## src/core/gtc_regs.vh

```
// Register offsets, field positions, reset values and timing counts of the gated timer core.
`ifndef GTC_REGS_VH
`define GTC_REGS_VH

// ----------------------------------------------------------------
// Register offsets
// ----------------------------------------------------------------
`define GTC_ADDR_W 3
`define GTC_OFF_CNT_LO 3'h0
`define GTC_OFF_CNT_HI 3'h1
`define GTC_OFF_CTL 3'h2
`define GTC_OFF_GATE 3'h3
`define GTC_OFF_STAT 3'h4
`define GTC_OFF_OSC 3'h5

// ----------------------------------------------------------------
// Field positions
// ----------------------------------------------------------------
`define GTC_CTL_ON 0
`define GTC_CTL_SYNC 2
`define GTC_CTL_OSCEN 3
`define GTC_CTL_PS_LO 4
`define GTC_CTL_PS_HI 5
`define GTC_CTL_CS_LO 6
`define GTC_CTL_CS_HI 7
`define GTC_GATE_LVL 0
`define GTC_GATE_POL 6
`define GTC_GATE_GE 7
`define GTC_STAT_OVF 0
`define GTC_OSC_GO 0
`define GTC_OSC_SCS_LO 1
`define GTC_OSC_SCS_HI 2

// ----------------------------------------------------------------
// Encodings
// ----------------------------------------------------------------
`define GTC_CS_INSTR 2'h0
`define GTC_CS_SYS 2'h1
`define GTC_CS_EXT 2'h2
`define GTC_SCS_SECOND 2'h1

// ----------------------------------------------------------------
// Reset values and timing counts
// ----------------------------------------------------------------
`define GTC_CNT_RST 16'h0000
`define GTC_CNT_MAX 16'hFFFF
`define GTC_CTL_RST 8'h00
`define GTC_GATE_RST 8'h00
`define GTC_OSC_RST 8'h00
`define GTC_INSTR_LAST 2'h3

`endif

```

## src/core/gtc_pin_sync.v

```verilog
// Two-stage pin synchroniser with edge detection behind the second stage.
`timescale 1ns/1ps

module gtc_pin_sync (
  // Clock and reset
  input wire clk_i,
  input wire rst_n_i,
  // Pin side
  input wire pin_i,
  // Synchronised side
  output wire level_o,
  output wire rise_o,
  output wire fall_o
);

  reg meta_q;
  reg sync_q;
  reg prev_q;

  // ----------------------------------------------------------------
  // Synchroniser stages
  // ----------------------------------------------------------------
  // Two flops before any logic, then a third flop for edges.
  always @(posedge clk_i) begin
    if (!rst_n_i) begin
      meta_q <= 1'b0;
      sync_q <= 1'b0;
      prev_q <= 1'b0;
    end else begin
      meta_q <= pin_i;
      sync_q <= meta_q;
      prev_q <= sync_q;
    end
  end

  assign level_o = sync_q;
  assign rise_o = sync_q & ~prev_q;
  assign fall_o = ~sync_q & prev_q;

endmodule

```

## src/core/gtc_timer_core.v

```verilog
// Gated 16-bit timer/counter core with prescaler, clock selection and shared oscillator request.
`timescale 1ns/1ps
`include "gtc_regs.vh"

module gtc_timer_core (
  // Clock and reset
  input wire clk_i,
  input wire rst_n_i,
  // Register port
  input wire [`GTC_ADDR_W-1:0] addr_i,
  input wire [7:0] wdata_i,
  input wire wr_i,
  input wire rd_i,
  output wire [7:0] rdata_o,
  // Power state
  input wire sleep_i,
  // Pins
  input wire external_count_input_i,
  input wire crystal_in_i,
  input wire gate_pin_i,
  // Oscillator sharing
  input wire [1:0] peer_osc_enable_i,
  output wire low_power_osc_enable_o,
  output wire osc_run_o,
  // Events
  output wire overflow_flag_o,
  output wire wake_o
);

  // ----------------------------------------------------------------
  // State
  // ----------------------------------------------------------------
  reg [15:0] count_q;
  reg [15:0] count_d;
  reg [2:0] presc_q;
  reg [2:0] presc_d;
  reg [7:0] ctl_q;
  reg [7:0] gate_q;
  reg [7:0] osc_q;
  reg ovf_q;
  reg wake_q;
  reg armed_q;
  reg armed_d;
  reg osc_run_q;
  reg osc_en_q;
  reg [1:0] instr_q;
  reg [7:0] rdata_q;
  reg [7:0] rdata_d;
  reg tick;

  wire ext_level;
  wire ext_rise;
  wire ext_fall;
  wire xtal_rise;
  wire gate_level;
  wire wr_lo;
  wire wr_hi;
  wire cnt_wr;
  wire counter_on;
  wire gate_qualify_enable;
  wire gate_polarity;
  wire sync_bypass;
  wire low_power_osc_enable;
  wire [1:0] clock_source_select;
  wire [1:0] prescale_select;
  wire [1:0] system_clock_select;
  wire low_power_osc_go;
  wire run;
  wire instr_en;
  wire advance;
  wire ovf_set;
  wire ovf_clr;

  // ----------------------------------------------------------------
  // Helpers
  // ----------------------------------------------------------------
  // Last prescale count before the counter advances.
  function [2:0] presc_last;
    input [1:0] sel;
    begin
      case (sel)
        2'h0: presc_last = 3'h0;
        2'h1: presc_last = 3'h1;
        2'h2: presc_last = 3'h3;
        default: presc_last = 3'h7;
      endcase
    end
  endfunction

  // ----------------------------------------------------------------
  // Pin synchronisers
  // ----------------------------------------------------------------
  // pin synchroniser
  gtc_pin_sync u_ext_sync (
    .clk_i(clk_i),
    .rst_n_i(rst_n_i),
    .pin_i(external_count_input_i),
    .level_o(ext_level),
    .rise_o(ext_rise),
    .fall_o(ext_fall)
  );

  gtc_pin_sync u_xtal_sync (
    .clk_i(clk_i),
    .rst_n_i(rst_n_i),
    .pin_i(crystal_in_i),
    .level_o(),
    .rise_o(xtal_rise),
    .fall_o()
  );

  gtc_pin_sync u_gate_sync (
    .clk_i(clk_i),
    .rst_n_i(rst_n_i),
    .pin_i(gate_pin_i),
    .level_o(gate_level),
    .rise_o(),
    .fall_o()
  );

  // ----------------------------------------------------------------
  // Field decode
  // ----------------------------------------------------------------
  assign counter_on = ctl_q[`GTC_CTL_ON];
  assign sync_bypass = ctl_q[`GTC_CTL_SYNC];
  assign low_power_osc_enable = ctl_q[`GTC_CTL_OSCEN];
  assign prescale_select = ctl_q[`GTC_CTL_PS_HI:`GTC_CTL_PS_LO];
  assign clock_source_select = ctl_q[`GTC_CTL_CS_HI:`GTC_CTL_CS_LO];
  assign gate_qualify_enable = gate_q[`GTC_GATE_GE];
  assign gate_polarity = gate_q[`GTC_GATE_POL];
  assign low_power_osc_go = osc_q[`GTC_OSC_GO];
  assign system_clock_select = osc_q[`GTC_OSC_SCS_HI:`GTC_OSC_SCS_LO];

  assign wr_lo = wr_i & (addr_i == `GTC_OFF_CNT_LO);
  assign wr_hi = wr_i & (addr_i == `GTC_OFF_CNT_HI);
  assign cnt_wr = wr_lo | wr_hi;

  assign run = counter_on & (~gate_qualify_enable | (gate_level == gate_polarity));

  // ----------------------------------------------------------------
  // Instruction clock divider
  // ----------------------------------------------------------------
  assign instr_en = (instr_q == `GTC_INSTR_LAST);

  always @(posedge clk_i) begin
    if (!rst_n_i) begin
      instr_q <= 2'h0;
    end else begin
      instr_q <= instr_q + 2'h1;
    end
  end

  // ----------------------------------------------------------------
  // Clock source selection
  // ----------------------------------------------------------------
  // source select
  always @* begin
    tick = 1'b0;
    case (clock_source_select)
      `GTC_CS_INSTR: begin
        tick = instr_en & ~sleep_i;
      end
      `GTC_CS_SYS: begin
        tick = ~sleep_i;
      end
      `GTC_CS_EXT: begin
        if (low_power_osc_enable) begin
          tick = xtal_rise & osc_run_q;
        end else begin
          tick = ext_rise & armed_q;
        end
        tick = tick & (sync_bypass | ~sleep_i);
      end
      default: begin
        tick = 1'b0;
      end
    endcase
    tick = tick & run;
  end

  // ----------------------------------------------------------------
  // Falling-edge arming for pin counting
  // ----------------------------------------------------------------
  // falling edge first
  always @* begin
    armed_d = armed_q;
    if (!counter_on || cnt_wr) begin
      armed_d = 1'b0;
    end else if (ext_fall) begin
      armed_d = 1'b1;
    end
  end

  // ----------------------------------------------------------------
  // Prescaler
  // ----------------------------------------------------------------
  // prescale divide
  assign advance = tick & (presc_q == presc_last(prescale_select));

  always @* begin
    presc_d = presc_q;
    if (cnt_wr) begin
      presc_d = 3'h0;
    end else if (advance) begin
      presc_d = 3'h0;
    end else if (tick) begin
      presc_d = presc_q + 3'h1;
    end
  end

  // ----------------------------------------------------------------
  // Counter
  // ----------------------------------------------------------------
  // byte writes update live count
  always @* begin
    count_d = count_q;
    if (cnt_wr) begin
      if (wr_lo) begin
        count_d[7:0] = wdata_i;
      end
      if (wr_hi) begin
        count_d[15:8] = wdata_i;
      end
    end else if (advance) begin
      count_d = count_q + 16'h0001;
    end
  end

  assign ovf_set = advance & ~cnt_wr & (count_q == `GTC_CNT_MAX);
  assign ovf_clr = wr_i & (addr_i == `GTC_OFF_STAT) & wdata_i[`GTC_STAT_OVF];

  // ----------------------------------------------------------------
  // Registers
  // ----------------------------------------------------------------
  always @(posedge clk_i) begin
    if (!rst_n_i) begin
      count_q <= `GTC_CNT_RST;
      presc_q <= 3'h0;
      armed_q <= 1'b0;
      ctl_q <= `GTC_CTL_RST;
      gate_q <= `GTC_GATE_RST;
      osc_q <= `GTC_OSC_RST;
      ovf_q <= 1'b0;
      wake_q <= 1'b0;
      osc_run_q <= 1'b0;
      osc_en_q <= 1'b0;
    end else begin
      count_q <= count_d;
      presc_q <= presc_d;
      armed_q <= armed_d;
      if (wr_i && (addr_i == `GTC_OFF_CTL)) begin
        ctl_q <= wdata_i;
      end
      if (wr_i && (addr_i == `GTC_OFF_GATE)) begin
        gate_q <= {wdata_i[7:6], 6'h00};
      end
      if (wr_i && (addr_i == `GTC_OFF_OSC)) begin
        osc_q <= {5'h00, wdata_i[2:0]};
      end
      if (ovf_set) begin
        ovf_q <= 1'b1;
      end else if (ovf_clr) begin
        ovf_q <= 1'b0;
      end
      wake_q <= ovf_set & sleep_i;
      osc_run_q <= low_power_osc_enable | (|peer_osc_enable_i) | low_power_osc_go |
                   (system_clock_select == `GTC_SCS_SECOND);
      osc_en_q <= low_power_osc_enable;
    end
  end

  // ----------------------------------------------------------------
  // Read path
  // ----------------------------------------------------------------
  always @* begin
    rdata_d = 8'h00;
    if (rd_i) begin
      case (addr_i)
        `GTC_OFF_CNT_LO: rdata_d = count_q[7:0];
        `GTC_OFF_CNT_HI: rdata_d = count_q[15:8];
        `GTC_OFF_CTL: rdata_d = ctl_q;
        `GTC_OFF_GATE: rdata_d = {gate_q[7:6], 5'h00, gate_level};
        `GTC_OFF_STAT: rdata_d = {7'h00, ovf_q};
        `GTC_OFF_OSC: rdata_d = {4'h0, osc_run_q, osc_q[2:0]};
        default: rdata_d = 8'h00;
      endcase
    end
  end

  always @(posedge clk_i) begin
    if (!rst_n_i) begin
      rdata_q <= 8'h00;
    end else begin
      rdata_q <= rdata_d;
    end
  end

  // ----------------------------------------------------------------
  // Outputs
  // ----------------------------------------------------------------
  assign rdata_o = rdata_q;
  assign overflow_flag_o = ovf_q;
  assign wake_o = wake_q;
  assign osc_run_o = osc_run_q;
  assign low_power_osc_enable_o = osc_en_q;

endmodule

```

## config.mk

```make
export PLATFORM = sky130hd
export DESIGN_NAME = gtc_timer_core
export DESIGN_NICKNAME = d
export VERILOG_FILES = /design/src/core/gtc_pin_sync.v /design/src/core/gtc_timer_core.v
export VERILOG_INCLUDE_DIRS = /design/src /design/src/core
export SDC_FILE = /design/constraint.sdc
export NUM_CORES = 1
export LEC_CHECK = 0
export BUFFER_PORTS_ARGS = -buffer_cell sky130_fd_sc_hd__clkbuf_2
export CAP_MARGIN = 5
export CORE_ASPECT_RATIO = 0.5
export CORE_MARGIN = 10
export CORE_UTILIZATION = 37
export CTS_BUF_LIST = sky130_fd_sc_hd__clkbuf_8 sky130_fd_sc_hd__clkbuf_16
export CTS_CLUSTER_DIAMETER = 50
export DETAILED_ROUTE_END_ITERATION = 12
export PLACE_DENSITY_LB_ADDON = 0.1
export SYNTH_ARGS = -nofsm -noshare
export SYNTH_HDL_FRONTEND = slang
export SYNTH_HIERARCHICAL = 1
export SYNTH_SLANG_ARGS = --single-unit
```

## constraint.sdc

```tcl
create_clock -name clk_i -period 1.85 [get_ports clk_i]
set_input_delay 0.0925 -clock clk_i [delete_from_list [all_inputs] [get_ports clk_i]]
set_output_delay 0.0925 -clock clk_i [all_outputs]
set_load 0.02 [all_outputs]
```

==> run metrics <==
buffer depth of the longest clock path 2; Clock power frac 0.395; Slew headroom 0.655; crit-path max cell delay 0.42 ns; crit path max fanout 5; vias 2529; CP startpoint kind flip-flop; Clock Skew 0.00530 ns; Flop pwr share 0.512; critical hold path startpoint sleep_i; DRC violations left 0; Top Layer Used met4; initial core utilization 0.391; slowest stage cell, crit path or3_4; Final Hold Vio Count 0; Root Driver clkbuf_16; hold slack 0.00945 ns; layout cells sized above 1 0.287; floorplan row count 21; Sequential Area 0.00111 mm²; utilization after layout 0.489; Sink Count 55; fin. max-slew vios 0; Die H 80.3 µm; Worst EP arrival 2.00 ns; Static Leak 1.36 nW; Die Wd 141 µm; post-DP HPWL 6300 µm; GRT Total Usage 0.142; Via density 5.40; CP Cell Sequence nor2b_2 > nand3b_1 > a21oi_4 > o2111a_4 > nand2_2 > or3_4 > a21oi_2; routed wire length on met3 723 µm; Peak VDD IR 0.000341 V; synthesized net count 341; full die area 0.0113 mm²; synthesized netlist cell count 317; Avg WL per Cell 17.3 µm; Worst Hold Depth 3; sw frac 0.248; Nets 399; largest net degree at the start of global routing 18; total gr overflow 0; antenna-violating nets left 0; DRT met1 WL 3920 µm; Placeable Area 0.00688 mm²; PD cells 711 mW/mm²; Gate power share 0.093; fin crit period 1.76 ns; First-pass DRT Iterations 5; # port buffers 32; cell family with most CP delay simple AND/OR/NAND/NOR gates; Final setup viols 0; critical path class reg -> reg; CP Capture Type flip-flop; met2 WL 3390 µm; Yosys Warn Count 6; WP buf/inv 0; antenna violations before repair 0; Worst path depth 7; Final Wtd Congestion 0.925; Psw 595 µW; max-capacitance violation count 0; fmax 0.568 GHz; Antenna Diode Count 0; P_int 1.80 mW; Area Growth Syn to Fin 25.0%; syn avg cell area 8.50 µm²; Total Routed Length 8080 µm; r2r startpoint u_ext_sync/level_o$_SDFF_PN0_; Post-Syn Area 0.00269 mm²; area of the multi-input gates 0.00155 mm²; RSZ-0062 raised after global routing false; clk_lat worst skew 0.30 ns; Worst EP required 2.09 ns; CTS Buf Count 5; outcome complete, no violations; worst hold endpoint wake_o$_SDFF_PN0_; r2r endpoint overflow_flag_o$_SDFFE_PN0P_; clk slew on worst S/H paths 0.07 ns; Clock H-tree levels 2; Worst-Margin Slew 0.514 ns; 1st-iter DRT viols 228; fin crit share 0.952; Tightest Hold Check Type in -> reg; R2R setup slack 0.09 ns; IO Pins 33; global-route wire length before repair 12900 µm; CTS tree built; cell depth of the worst flop-to-flop path 7; number of global-route vias before repair 2443; fill count 679
-- worst register-to-register path, cell delays in order, from the launching register on --
cell and delay (ns):
dfxtp_2 0.34, nor2b_2 0.13, nand3b_1 0.12, a21oi_4 0.19, o2111a_4 0.28, nand2_2 0.11, or3_4 0.42, a21oi_2 0.13
-- final cells by class --
| type | instances | share of cell area |
|---|---|---|
| inverter | 6 | 0.00669 |
| clock inverter | 3 | 0.00594 |
| timing repair buffer | 66 | 0.127 |
| clock buffer | 5 | 0.0371 |
| tap | 92 | 0.0342 |
| sequential | 55 | 0.330 |
| multi-input combinational | 241 | 0.459 |
-- sequential cells by signal (all words and copies together) (netlist names), 2 cells and up --
name and flops:
instr_q 2, count_q 16, gate_q 2, osc_q 3, presc_q 3, ctl_q 8
rdata_o 8
-- how the worst max path moves through the flow --
| stage | startpoint | endpoint | slack (ns) |
|---|---|---|---|
| 5_1_grt | u_xtal_sync/level_o$_SDFF_PN0_ | overflow_flag_o$_SDFFE_PN0P_ | 0.0004 |
| 2_1_floorplan | osc_run_o$_SDFF_PN0_ | count_q[6]$_SDFFE_PN0P_ | 0.18 |
| 3_5_place_dp | presc_q[1]$_SDFFE_PP0P_ | count_q[8]$_SDFFE_PN0P_ | -0.003 |
| 6_report | u_ext_sync/level_o$_SDFF_PN0_ | overflow_flag_o$_SDFFE_PN0P_ | 0.09 |
| 4_1_cts | u_ext_sync/level_o$_SDFF_PN0_ | count_q[0]$_SDFFE_PN0P_ | 0.009 |
| 3_3_place_gp | presc_q[1]$_SDFFE_PP0P_ | count_q[11]$_SDFFE_PN0P_ | 0.06 |
-- power groups by stage --
stage	combinational, mW	sequential [mW]	clock [mW]
after floorplan	0.120	1.25	0
after global placement	0.209	1.25	0
after detailed placement	0.210	1.25	0
after CTS	0.216	1.22	0.967
after global routing	0.246	1.23	0.998
final	0.223	1.23	0.945
-- timing repair --
action / CTS / global route
setup buffers: 1 / 6
gates cloned: 0 / 0
hold buffers: 3 / 0
setup endpoints to repair: 3 / 15
resized for setup: 2 / 19
endpoints found under the hold margin: 3 / 0
pin swaps: 1 / 12
-- placed cells by master, fill, tap and decap left out, types with 3 or more instances in the layout --
cell,instances
nand2_1,47
dfxtp_1,46
nor2_1,33
clkbuf_2,32
buf_4,30
a21oi_1,24
and2_1,11
o31ai_1,10
mux2i_1,10
nand3_1,9
dfxtp_2,9
o21ai_0,8
nor3_1,6
o211ai_1,6
inv_1,6
nand4_1,5
nor2b_1,5
clkbuf_16,5
a31oi_1,4
and3_1,3
nand3_2,3
nand2b_1,3
a32o_1,3
mux2_2,3
a22oi_1,3
ha_1,3
dlygate4sd3_1,3
-- per-layer routing --
layer | up-vias | GRT usage
li1 | 1254 | -
met1 | 1199 | 0.199
met2 | 68 | 0.206
met3 | 8 | 0.0423
met4 | 0 | 0.0389
met5 | - | 0
-- through the flow --
step | power [mW] | setup TNS (ns) | worst slack [ns] | cell area [µm²] | instances
5_1_grt | 2.47 | 0 | 0.000404 | 3370 | 468
6_report | 2.39 | 0 | 0.0884 | 3370 | 468
3_3_place_gp | 1.46 | 0 | 0.0603 | 3080 | 450
2_1_floorplan | 1.37 | 0 | 0.180 | 2690 | 317
4_1_cts | 2.41 | 0 | 0.00931 | 3270 | 462
3_5_place_dp | 1.46 | -0.00341 | -0.00341 | 3080 | 450
Note: power is estimated with default switching activity, not from simulation.
